--- src/design/sfpe_pkg.sv ---
// Constants and types shared by the serial flash program and erase block
package sfpe_pkg;
  // Opcodes
  localparam logic [7:0] OP_CHIP_ERASE = 8'hc7;
  localparam logic [7:0] OP_PAGE_PROG = 8'h02;
  localparam logic [7:0] OP_PAGE_WRITE = 8'h0a;
  localparam logic [7:0] OP_ID_READ = 8'h9f;
  localparam logic [7:0] OP_STATUS_READ = 8'h05;
  localparam logic [7:0] OP_WRITE_EN = 8'h06;
  localparam logic [7:0] OP_WRITE_DIS = 8'h04;
  // Identification bytes; the two code values are arbitrary
  localparam logic [7:0] ID_MAKER_CODE = 8'ha5;
  localparam logic [7:0] ID_PART_CODE = 8'h3c;
  localparam logic [7:0] ID_FILLER = 8'h00;
  localparam logic [1:0] ID_LAST_IDX = 2'h2;
  // Frame layout in bytes
  localparam logic [2:0] BYTE_OPCODE = 3'h0;
  localparam logic [2:0] BYTE_ADDR_HI = 3'h1;
  localparam logic [2:0] BYTE_ADDR_MID = 3'h2;
  localparam logic [2:0] BYTE_ADDR_LO = 3'h3;
  localparam logic [2:0] BYTE_DATA = 3'h4;
  localparam logic [2:0] LAST_BIT = 3'h7;
  // Status byte fields
  localparam int STAT_BUSY_BIT = 0;
  localparam int STAT_WEN_BIT = 1;
  // Page geometry
  localparam int ADDR_W = 19;
  localparam int PAGE_W = 11;
  localparam int PAGE_BYTES = 256;
  localparam logic [8:0] PAGE_FULL = 9'h100;
  localparam logic [8:0] WALK_END = 9'h101;
  // Protected region: pages 0..255, i.e. address bits 18:16 all zero
  localparam logic [2:0] PROT_TOP_BITS = 3'h0;
  // Timing
  localparam int CLK_MHZ = 100;
  localparam int CE_TYP_MS = 300;
  localparam int CE_MAX_MS = 5000;
  localparam int CE_CYC = CE_TYP_MS * 1000 * CLK_MHZ;
  localparam int PP_BASE_US = 40;
  localparam int PP_SPAN_US = 1460;
  localparam int PP_MAX_US = 2500;
  localparam int PP_BASE_CYC = PP_BASE_US * CLK_MHZ;
  localparam int PP_BYTE_CYC = PP_SPAN_US * CLK_MHZ / PAGE_BYTES;
  localparam int PW_TYP_US = 11000;
  localparam int PW_MAX_US = 22500;
  localparam int PW_CYC = PW_TYP_US * CLK_MHZ;
  // Reset values
  localparam logic WEN_RESET = 1'b0;
  localparam logic [31:0] TMR_RESET = 32'h0;

  typedef enum logic [1:0] {
    ST_IDLE = 2'b00,
    ST_COMMIT = 2'b01,
    ST_WAIT = 2'b11,
    ST_ERASE = 2'b10
  } sfpe_state_e;

  typedef enum logic [1:0] {
    OUT_NONE = 2'b00,
    OUT_ID = 2'b01,
    OUT_STATUS = 2'b11
  } sfpe_out_e;

  // One write into the cell array
  typedef struct packed {
    logic we;
    logic rewrite;
    logic [ADDR_W-1:0] addr;
    logic [7:0] wdata;
  } sfpe_arr_wr_s;
endpackage : sfpe_pkg

--- src/design/sfpe_page_ram.sv ---
// Page load buffer: 256 bytes, one write port, registered read port
module sfpe_page_ram (
  // Clock
  input wire logic clk,
  // Write side
  input wire logic wr_en,
  input wire logic [7:0] wr_addr,
  input wire logic [7:0] wr_data,
  // Read side
  input wire logic [7:0] rd_addr,
  output logic [7:0] rd_data
);
  logic [7:0] mem [0:255];

  always_ff @(posedge clk) begin
    if (wr_en) begin
      mem[wr_addr] <= wr_data;
    end
  end

  always_ff @(posedge clk) begin
    rd_data <= mem[rd_addr];
  end
endmodule // sfpe_page_ram

--- src/design/sfpe_top.sv ---
// Serial flash command sequencer: erase, program, rewrite, identification
module sfpe_top #(
  parameter int CE_CYCLES = sfpe_pkg::CE_CYC,
  parameter int PW_CYCLES = sfpe_pkg::PW_CYC
) (
  // Clock and reset
  input wire logic REF_CLK,
  input wire logic SYS_RST,
  // Serial link pins
  input wire logic CS_N,
  input wire logic SCK,
  input wire logic SI,
  output logic SO,
  output logic SO_OE,
  // Control pins
  input wire logic RESET_N,
  input wire logic WP_N,
  // Status
  output logic BUSY,
  output logic WEN,
  // Cell array
  output sfpe_pkg::sfpe_arr_wr_s ARR_WR,
  output logic ARR_ERASE_ALL
);
  import sfpe_pkg::*;

  // Pin synchronisers: stage one is read only by stage two
  logic [3:0] pin_s1_r;
  logic [3:0] pin_s2_r;
  logic sck_d_r;
  logic cs_n_d_r;
  logic cs_s1_r;
  logic cs_n_s;

  always_ff @(posedge REF_CLK) begin
    pin_s1_r <= {WP_N, RESET_N, SI, SCK};
    pin_s2_r <= pin_s1_r;
    sck_d_r <= pin_s2_r[0];
    cs_n_d_r <= cs_n_s;
  end

  always_ff @(posedge REF_CLK) begin
    if (SYS_RST) begin
      cs_s1_r <= 1'b1;
    end else begin
      cs_s1_r <= CS_N;
    end
  end

  always_ff @(posedge REF_CLK) begin
    if (SYS_RST) begin
      cs_n_s <= 1'b1;
    end else begin
      cs_n_s <= cs_s1_r;
    end
  end

  logic sck_s, si_s, rst_pin_n_s, wp_n_s;
  logic sck_rise, sck_fall, cs_fall, cs_rise;
  assign sck_s = pin_s2_r[0];
  assign si_s = pin_s2_r[1];
  assign rst_pin_n_s = pin_s2_r[2];
  assign wp_n_s = pin_s2_r[3];
  assign sck_rise = sck_s & ~sck_d_r & ~cs_n_s;
  assign sck_fall = ~sck_s & sck_d_r & ~cs_n_s;
  assign cs_fall = ~cs_n_s & cs_n_d_r;
  assign cs_rise = cs_n_s & ~cs_n_d_r;

  sfpe_state_e st_r;
  logic busy;
  logic hw_reset;
  assign busy = (st_r != ST_IDLE);
  // The pin only acts while nothing is being written
  assign hw_reset = ~rst_pin_n_s & ~busy;

  // Frame reception
  logic [7:0] shreg_r;
  logic [2:0] bit_cnt_r;
  logic [2:0] byte_cnt_r;
  logic [7:0] opcode_r;
  logic [ADDR_W-1:0] addr_r;
  logic [8:0] nbytes_r;
  logic [PAGE_BYTES-1:0] valid_r;
  logic [7:0] byte_in;
  logic byte_done;
  logic buf_wr;

  assign byte_in = {shreg_r[6:0], si_s};
  assign byte_done = sck_rise & (bit_cnt_r == LAST_BIT);
  // Buffer only loads while idle so a commit walk never sees new bytes
  assign buf_wr = byte_done & (byte_cnt_r == BYTE_DATA) & ~busy
    & ((opcode_r == OP_PAGE_PROG) | (opcode_r == OP_PAGE_WRITE));

  always_ff @(posedge REF_CLK) begin
    if (SYS_RST || hw_reset || cs_fall) begin
      bit_cnt_r <= 3'h0;
      byte_cnt_r <= BYTE_OPCODE;
      shreg_r <= 8'h00;
    end else if (sck_rise) begin
      shreg_r <= byte_in;
      bit_cnt_r <= bit_cnt_r + 3'h1;
      if (byte_done && byte_cnt_r != BYTE_DATA) begin
        byte_cnt_r <= byte_cnt_r + 3'h1;
      end
    end
  end

  always_ff @(posedge REF_CLK) begin
    if (SYS_RST || hw_reset) begin
      opcode_r <= 8'h00;
      addr_r <= '0;
    end else if (byte_done) begin
      case (byte_cnt_r)
        BYTE_OPCODE: begin
          opcode_r <= byte_in;
        end
        BYTE_ADDR_HI: begin
          addr_r[18:16] <= byte_in[2:0];
        end
        BYTE_ADDR_MID: begin
          addr_r[15:8] <= byte_in;
        end
        BYTE_ADDR_LO: begin
          addr_r[7:0] <= byte_in;
        end
        default: begin
          if (buf_wr) begin
            // Page bits stay, low byte rolls over within the page
            addr_r[7:0] <= addr_r[7:0] + 8'h01;
          end
        end
      endcase
    end
  end

  // Later bytes overwrite earlier ones at the same slot
  always_ff @(posedge REF_CLK) begin
    if (SYS_RST || hw_reset || (cs_fall && !busy)) begin
      valid_r <= '0;
      nbytes_r <= 9'h000;
    end else if (buf_wr) begin
      valid_r[addr_r[7:0]] <= 1'b1;
      if (nbytes_r != PAGE_FULL) begin
        nbytes_r <= nbytes_r + 9'h001;
      end
    end
  end

  // Command acceptance at deselect
  logic whole_bytes;
  logic frame_one_byte;
  logic page_guarded;
  logic go_erase;
  logic go_page;
  logic go_wen_set;
  logic go_wen_clr;

  assign whole_bytes = (bit_cnt_r == 3'h0);
  assign frame_one_byte = whole_bytes & (byte_cnt_r == BYTE_ADDR_HI);
  assign page_guarded = ~wp_n_s
    & (addr_r[ADDR_W-1:ADDR_W-3] == PROT_TOP_BITS);
  // Write enable must be set, else nothing changes
  assign go_erase = cs_rise & ~busy & ~hw_reset & WEN & frame_one_byte
    & (opcode_r == OP_CHIP_ERASE) & wp_n_s;
  assign go_page = cs_rise & ~busy & ~hw_reset & WEN & whole_bytes
    & (byte_cnt_r == BYTE_DATA) & (nbytes_r != 9'h000) & ~page_guarded
    & ((opcode_r == OP_PAGE_PROG) | (opcode_r == OP_PAGE_WRITE));
  assign go_wen_set = cs_rise & ~busy & frame_one_byte
    & (opcode_r == OP_WRITE_EN);
  assign go_wen_clr = cs_rise & ~busy & frame_one_byte
    & (opcode_r == OP_WRITE_DIS);

  // Write operation sequencer
  logic [31:0] tmr_r;
  logic [8:0] walk_r;
  logic rewrite_r;
  logic [PAGE_W-1:0] page_r;
  logic [7:0] rd_data;
  logic [7:0] widx_r;
  logic wv_r;
  logic [31:0] prog_cyc;

  // Time grows with byte count: base plus a share per byte
  assign prog_cyc = 32'(PP_BASE_CYC) + 32'(nbytes_r) * 32'(PP_BYTE_CYC);

  always_ff @(posedge REF_CLK) begin
    if (SYS_RST) begin
      st_r <= ST_IDLE;
      tmr_r <= TMR_RESET;
      walk_r <= 9'h000;
      rewrite_r <= 1'b0;
      page_r <= '0;
    end else begin
      case (st_r)
        ST_IDLE: begin
          walk_r <= 9'h000;
          if (go_erase) begin
            st_r <= ST_ERASE;
            tmr_r <= 32'(CE_CYCLES);
          end else if (go_page) begin
            st_r <= ST_COMMIT;
            rewrite_r <= (opcode_r == OP_PAGE_WRITE);
            page_r <= addr_r[ADDR_W-1:8];
          end
        end
        ST_COMMIT: begin
          walk_r <= walk_r + 9'h001;
          if (walk_r == WALK_END) begin
            st_r <= ST_WAIT;
            tmr_r <= rewrite_r ? 32'(PW_CYCLES) : prog_cyc;
          end
        end
        ST_WAIT, ST_ERASE: begin
          // Finishes on its own, no host action needed
          if (tmr_r <= 32'h1) begin
            st_r <= ST_IDLE;
            tmr_r <= TMR_RESET;
          end else begin
            tmr_r <= tmr_r - 32'h1;
          end
        end
        default: begin
          st_r <= ST_IDLE;
        end
      endcase
    end
  end

  sfpe_page_ram u_page_ram (
    .clk(REF_CLK),
    .wr_en(buf_wr),
    .wr_addr(addr_r[7:0]),
    .wr_data(byte_in),
    .rd_addr(walk_r[7:0]),
    .rd_data(rd_data)
  );

  // Walk the buffer; only loaded slots reach the array
  always_ff @(posedge REF_CLK) begin
    if (SYS_RST) begin
      wv_r <= 1'b0;
      widx_r <= 8'h00;
    end else begin
      wv_r <= (st_r == ST_COMMIT) & ~walk_r[8] & valid_r[walk_r[7:0]];
      widx_r <= walk_r[7:0];
    end
  end

  always_ff @(posedge REF_CLK) begin
    if (SYS_RST) begin
      ARR_WR <= '0;
      ARR_ERASE_ALL <= 1'b0;
    end else begin
      ARR_WR.we <= wv_r;
      ARR_WR.rewrite <= rewrite_r;
      ARR_WR.addr <= {page_r, widx_r};
      ARR_WR.wdata <= rd_data;
      ARR_ERASE_ALL <= go_erase;
    end
  end

  // Write enable latch
  always_ff @(posedge REF_CLK) begin
    if (SYS_RST || hw_reset) begin
      WEN <= WEN_RESET;
    end else if (busy && tmr_r == 32'h1) begin
      WEN <= 1'b0;
    end else if (go_wen_set) begin
      WEN <= 1'b1;
    end else if (go_wen_clr) begin
      WEN <= 1'b0;
    end
  end

  always_ff @(posedge REF_CLK) begin
    if (SYS_RST) begin
      BUSY <= 1'b0;
    end else begin
      BUSY <= busy;
    end
  end

  // Serial output
  sfpe_out_e out_mode_r;
  logic [2:0] out_bit_r;
  logic [1:0] id_idx_r;
  logic [7:0] out_byte;
  logic [7:0] status_byte;

  always_comb begin
    status_byte = 8'h00;
    status_byte[STAT_BUSY_BIT] = busy;
    status_byte[STAT_WEN_BIT] = WEN;
  end

  always_comb begin
    case (id_idx_r)
      2'h0: out_byte = ID_MAKER_CODE;
      2'h1: out_byte = ID_PART_CODE;
      default: out_byte = ID_FILLER;
    endcase
    if (out_mode_r == OUT_STATUS) begin
      out_byte = status_byte;
    end
  end

  always_ff @(posedge REF_CLK) begin
    if (SYS_RST || hw_reset || cs_n_s) begin
      out_mode_r <= OUT_NONE;
    end else if (byte_done && byte_cnt_r == BYTE_OPCODE) begin
      if (byte_in == OP_ID_READ && !busy) begin
        out_mode_r <= OUT_ID;
      end else if (byte_in == OP_STATUS_READ) begin
        out_mode_r <= OUT_STATUS;
      end
    end
  end

  always_ff @(posedge REF_CLK) begin
    if (SYS_RST || out_mode_r == OUT_NONE) begin
      out_bit_r <= LAST_BIT;
      id_idx_r <= 2'h0;
    end else if (sck_fall) begin
      out_bit_r <= out_bit_r - 3'h1;
      if (out_bit_r == 3'h0) begin
        id_idx_r <= (id_idx_r == ID_LAST_IDX) ? 2'h0 : id_idx_r + 2'h1;
      end
    end
  end

  // Driver released during reset and deselect
  always_ff @(posedge REF_CLK) begin
    if (SYS_RST || hw_reset || out_mode_r == OUT_NONE) begin
      SO <= 1'b0;
      SO_OE <= 1'b0;
    end else if (sck_fall) begin
      SO <= out_byte[out_bit_r];
      SO_OE <= 1'b1;
    end
  end
endmodule // sfpe_top

--- config.mk ---
export PLATFORM = sky130hd
export DESIGN_NAME = sfpe_top
export DESIGN_NICKNAME = d
export VERILOG_FILES = /design/src/design/sfpe_pkg.sv /design/src/design/sfpe_page_ram.sv /design/src/design/sfpe_top.sv
export SDC_FILE = /design/constraint.sdc
export NUM_CORES = 2
export LEC_CHECK = 0
export BUFFER_PORTS_ARGS = -buffer_cell sky130_fd_sc_hd__buf_4
export CAP_MARGIN = 20
export CORE_MARGIN = 2
export CORE_UTILIZATION = 60
export CTS_BUF_LIST = sky130_fd_sc_hd__clkbuf_16
export CTS_CLUSTER_SIZE = 10
export DETAILED_ROUTE_END_ITERATION = 10
export PLACE_DENSITY = 0.79
export SYNTH_ARGS = -nofsm -noshare
export SYNTH_HDL_FRONTEND = slang
export SYNTH_SLANG_ARGS = --single-unit
export TNS_END_PERCENT = 30
--- constraint.sdc ---
create_clock -name REF_CLK -period 8.2 [get_ports REF_CLK]
set_input_delay 0.82 -clock REF_CLK [delete_from_list [all_inputs] [get_ports REF_CLK]]
set_output_delay 0.82 -clock REF_CLK [all_outputs]
set_load 0.01 [all_outputs]
Yosys cells after proc, flatten, opt, wreduce, memory -nomap -nowiden:

Memory sizes are Yosys's and may differ from the RTL's. A register that Yosys moved wholly into a read port is not among the register bits.
Cells that the tools add are included.

* register bits: 422
* bits in writable memories: 2048
* input bits: 7
* word-level logic and storage cells: 187
* memories: 1

* add/subtract/negate cells: 9
* multipliers: 1
* magnitude comparators: 5
* eq/ne operators: 26
* mux-type cells: 28
* bitwise gates (word level): 43
* reduce and logical (&&, ||, !) cells: 40

Memory list
* u_page_ram.mem: depth 256, bits a word 8, read ports 1, clocked after Yosys merged registers in 1, wr ports 1, line sfpe_page_ram.sv:13 `logic [7:0] mem [0:255];`

Operators with widths (count)
* 256-bit OR: 1
* 32-bit 2-to-1 mux: 3
* 32-bit one-hot mux with 3 select lines: 1
* 32-bit by 1-bit == test with 1-bit output (second input constant): 1
* 32-bit by 1-bit less-or-equal comparator with 1-bit output (second input constant): 1
* 8-bit one-hot mux with 2 select lines: 2
* 32-bit by 1-bit subtractor with 32-bit output (second input constant): 1
* 1-bit bitwise AND: 29
* 8-bit by 3-bit == test with 1-bit output (second input constant): 3
* 21-bit 2-to-1 mux: 1
* 12-bit by 19-bit adder with 20-bit output (first input constant): 1
* 9-bit by 1-bit adder with 9-bit output (second input constant): 2
* 8-bit by 9-bit less-than comparator with 1-bit output (second input constant): 2
* 9-bit by 9-bit multiplier with 18-bit output (second input constant): 1
* 9-bit one-hot mux with 2 select lines: 1
* 8-bit == test (second input constant): 2
* 8-bit 2-to-1 mux: 2
* 2-bit AND reduction: 8
* 2-bit 2-to-1 mux: 7
* 3-bit zero test: 4
* 1-bit inverter: 12
* 2-bit nonzero test: 5
* 9-bit == test (second input constant): 1
* 9-bit != test (second input constant): 1
* 29 further kinds: 60

Logic depth before layout (Yosys ltp):

* depth in word-level cells: 14
* mapped depth: 16

Cells and area by module:

A second synthesis with hierarchy kept.

* cell total of the unflattened synthesis: 5819
* area, all modules: 98555.8 um2

By module, submodules not included
* sfpe_page_ram: times used 1, cells an instance 3733, area an instance 79556.3 um2, sequential area each 61659.1 um2
* sfpe_top: times used 1, cells an instance 2086, area an instance 18999.5 um2, sequential area each 8448.1 um2

Worst setup path after synthesis:

No wires, ideal clock.

* path type: register to register
* start: register nbytes_r[7]
* end: register tmr_r[17]
* library setup time: 0.083 ns
* data arrival time: 4.649 ns
* setup slack: 3.469 ns
* cell stages (with the launch flop): 17
* period minus slack after synthesis: 4.731 ns
* path through: dfxtp_1 > inv_1 > ha_1 > ha_1 > fa_1 > inv_1 > fa_1 > inv_1 > ha_1 > clkbuf_1 > a2111o_1 > a311o_1 > a21oi_1 > o32a_1 > or4b_2 > a2111o_1 > o221ai_1

* longest elaborated chain between the ends: 5

Ends and longest elaborated chain
* start: declaration: line sfpe_top.sv:82 `logic [8:0] nbytes_r;`
* start signal: assignment: line sfpe_top.sv:144 `nbytes_r <= nbytes_r + 9'h001;`
* 9-bit by 9-bit multiplier with 18-bit output: line sfpe_top.sv:184 `assign prog_cyc = 32'(PP_BASE_CYC) + 32'(nbytes_r) * 32'(PP_BYTE_CYC);`
* 12-bit by 19-bit adder with 20-bit output: line sfpe_top.sv:184
* 21-bit 2-to-1 mux: line sfpe_top.sv:210 `tmr_r <= rewrite_r ? 32'(PW_CYCLES) : prog_cyc;`
* 32-bit 2-to-1 mux: line sfpe_top.sv:208 `if (walk_r == WALK_END) begin`
* 32-bit one-hot mux with 3 select lines: line sfpe_top.sv:194 `case (st_r)`
* end signal: assignment: line sfpe_top.sv:199 `tmr_r <= 32'(CE_CYCLES);`
* end signal: assignment: line sfpe_top.sv:210
* end signal: assignment: line sfpe_top.sv:219 `tmr_r <= tmr_r - 32'h1;`
* end: declaration: line sfpe_top.sv:174 `logic [31:0] tmr_r;`

No other way between the ends. The select of a mux whose other input is x is not followed.
A chain may end at the register's enable or synchronous reset.

Final worst setup path:

* start: register nbytes_r[7]
* end: register tmr_r[16]

Same word-level chain as after synthesis.

==> results.json <==
{
  "pre_cts_slack_ps": 3210,
  "rsz0062_at_grt": "false",
  "dieArea_um2": 165000,
  "nets": 5446,
  "htreeDepth": 5,
  "synthArstFlopShare": 0,
  "path_max_fanout": 10,
  "fp.coreArea_um2": 161000,
  "timing.final.ws_setup_ps": 3150,
  "tightestPinTransition_ps": 1260,
  "yosysUniqueCellTypes": 85,
  "min_from": "CS_N",
  "post-cts-setup-buffers": 0,
  "fin_worst_hold_slack_ps": 108,
  "cts_resized": 0,
  "route.met3.wl_um": 29300,
  "port_buffers": 40,
  "min_to": "cs_s1_r",
  "routed.top_layer": "met5",
  "clock_latency_ps": 960,
  "initial_core_util": 0.605,
  "synthToLayoutAreaGrowth_pct": 11.3,
  "total_power_mw": 25.0,
  "reg2reg_depth": 15,
  "ant_nets": 0,
  "cts_root_buf": "clkbuf_16",
  "synth_edf_count": 2048,
  "synth_area_leaders": "edfxtp_1, mux4_2, dfxtp_1, nor2_1, o21a_1",
  "rr_startpoint": "nbytes_r[7]",
  "utilization": 0.674,
  "peakVddDrop_v": 0.000230,
  "drc": 0,
  "drv_cap": 0,
  "postSynthCellCount": 5211,
  "yosysMostFrequentCell": "edfxtp_1",
  "synth_fp_nets": 5303,
  "dr.pass1.iters": 6,
  "critPathArrivalTime_ps": 5880,
  "die_y_um": 407,
  "drt_iter0_markers": 7619,
  "slew_headroom": 0.154,
  "power_density_nw_per_um2": 231,
  "crit_type": "reg2reg",
  "hold_violations": 0,
  "cts_sinks": 2478,
  "cp-start-kind": "flip-flop",
  "yosysSeqAreaShare": 0.721,
  "timing.setup.tns_ps": 0,
  "dpl.hpwl_um": 140000,
  "worstPathRequired_ps": 9030,
  "via_per_inst": 6.81,
  "drt-met1-wl_um": 87500,
  "fmax_mhz": 198,
  "wirelength_um": 245000,
  "synthTopCellsByCount": "edfxtp_1, mux4_2, nor2_1",
  "dr_wl_met2_um": 117000,
  "netlist.area_leader.share": 0.632,
  "r2r_end": "tmr_r[16]",
  "setup_viol_count_final": 0,
  "cts.path.max_buffers": 4,
  "holdBufCountCts": 4,
  "num_rows": 147,
  "antenna_found_initial": 8,
  "min_path_cells": 2,
  "grt_usage": 0.301,
  "die_w_um": 407,
  "wl_per_cell_um": 31.8,
  "clk_pin_slew_ps": 60,
  "numCtsBuffers": 299,
  "synth_flop_cell": "edfxtp_1",
  "p_leak_nw": 36.8,
  "yosys.area.top_type": "edfxtp_1",
  "avgSynthCellArea_um2": 18.7,
  "clock_skew_ps": 88.7,
  "grt_max_degree": 217,
  "pin_count": 41,
  "end_kind": "flip-flop",
  "cts_tree": "done",
  "holdCritPathClass": "in2reg",
  "gp_congestion": 0.877,
  "first_global_vias": 52715,
  "vias": 52586,
  "slew_viol_final": 0,
  "grt_pass1_wl_um": 359000,
  "ys_ff_latch": 2478,
  "period_share": 0.616,
  "syn_area_um2": 97300,
  "yosysWarningCount": 0,
  "r2r_slack_ps": 3150,
  "outcome": "completed",
  "layout-drive-gt1-share": 0.213,
  "period_minus_slack_ps": 5050,
  "gr-total-overflow": 0
}
-- per-stage QoR --
step | cell area (um^2) | std cells
after floorplan | 97300 | 5211
after global placement | 99800 | 7206
after detailed placement | 99800 | 7208
after CTS | 108000 | 7716
after global routing | 108000 | 7717
final | 108000 | 7726
-- cell type report --
type / instances / area, um^2
Sequential cell: 2478 / 70200
Fill cell: 9774 / 52500
Clock buffer: 304 / 7610
Timing Repair Buffer: 135 / 1100
Antenna cell: 9 / 22.5
Clock inverter: 200 / 817
Tap cell: 2160 / 2700
Inverter: 79 / 305
Multi-Input combinational cell: 2361 / 25600
-- where the power goes --
group          switching [mW]  internal, mW
clock                    4.87          6.62
sequential            0.00868          13.5
combinational          0.0616        0.0126
-- worst max-delay path: stages, from the launching register on --
cell	delay, ps
dfxtp_1	490
inv_1	120
ha_1	300
ha_1	300
fa_1	540
inv_1	50
fa_1	520
inv_1	40
ha_1	300
a2111o_1	440
a311o_1	350
a21oi_1	210
o32a_1	180
nor4b_1	710
a41oi_1	280
o21ai_1	140
-- layer usage --
metal,vias up,track usage
li1,21144,-
met1,27069,0.405
met2,3692,0.466
met3,675,0.0790
met4,6,0.139
met5,-,0
-- worst max path at each step --
stage / start / endpoint
final: nbytes_r[7] / tmr_r[16]
after global routing: nbytes_r[0] / tmr_r[16]
after CTS: nbytes_r[7] / tmr_r[17]
after detailed placement: nbytes_r[7] / tmr_r[17]
after global placement: nbytes_r[7] / tmr_r[17]
after floorplan: nbytes_r[7] / tmr_r[17]
-- state kept, by name, summed over array words and instances, names as in the netlist, 3 cells and up --
register            flops
nbytes_r                9
walk_r                  9
widx_r                  8
pin_s2_r                4
valid_r               256
ARR_WR                 29
tmr_r                  32
page_r                 11
pin_s1_r                4
byte_cnt_r              3
shreg_r                 7
bit_cnt_r               3
u_page_ram.mem       2048
u_page_ram.rd_data      8
addr_r                 19
opcode_r                8
out_bit_r               3
-- cells by family (layout without fill, tap and decap cells) --
kind of cell / after synthesis / after routing / share of synthesized area
compound gates: 510 / 510 / 0.0366
xor+xnor: 37 / 37 / 0.00349
fa+ha+maj: 85 / 85 / 0.0123
buf+inv: 372 / 718 / 0.0171
flops: 2478 / 2478 / 0.721
mux: 760 / 760 / 0.165
other cells: 0 / 9 / 0
simple gates: 969 / 969 / 0.0448
-- cells in the final DEF (no fill, tap or decap), types with 67 or more instances in the layout --
cell       count
a21oi_1       87
buf_4        122
clkbuf_16    304
dfxtp_1      416
edfxtp_1    2048
ha_1          67
inv_1        263
mux2i_1       82
mux4_2       675
nand2_1      131
nor2_1       538
o21a_1       195
Power figures use the tool's default switching activity.
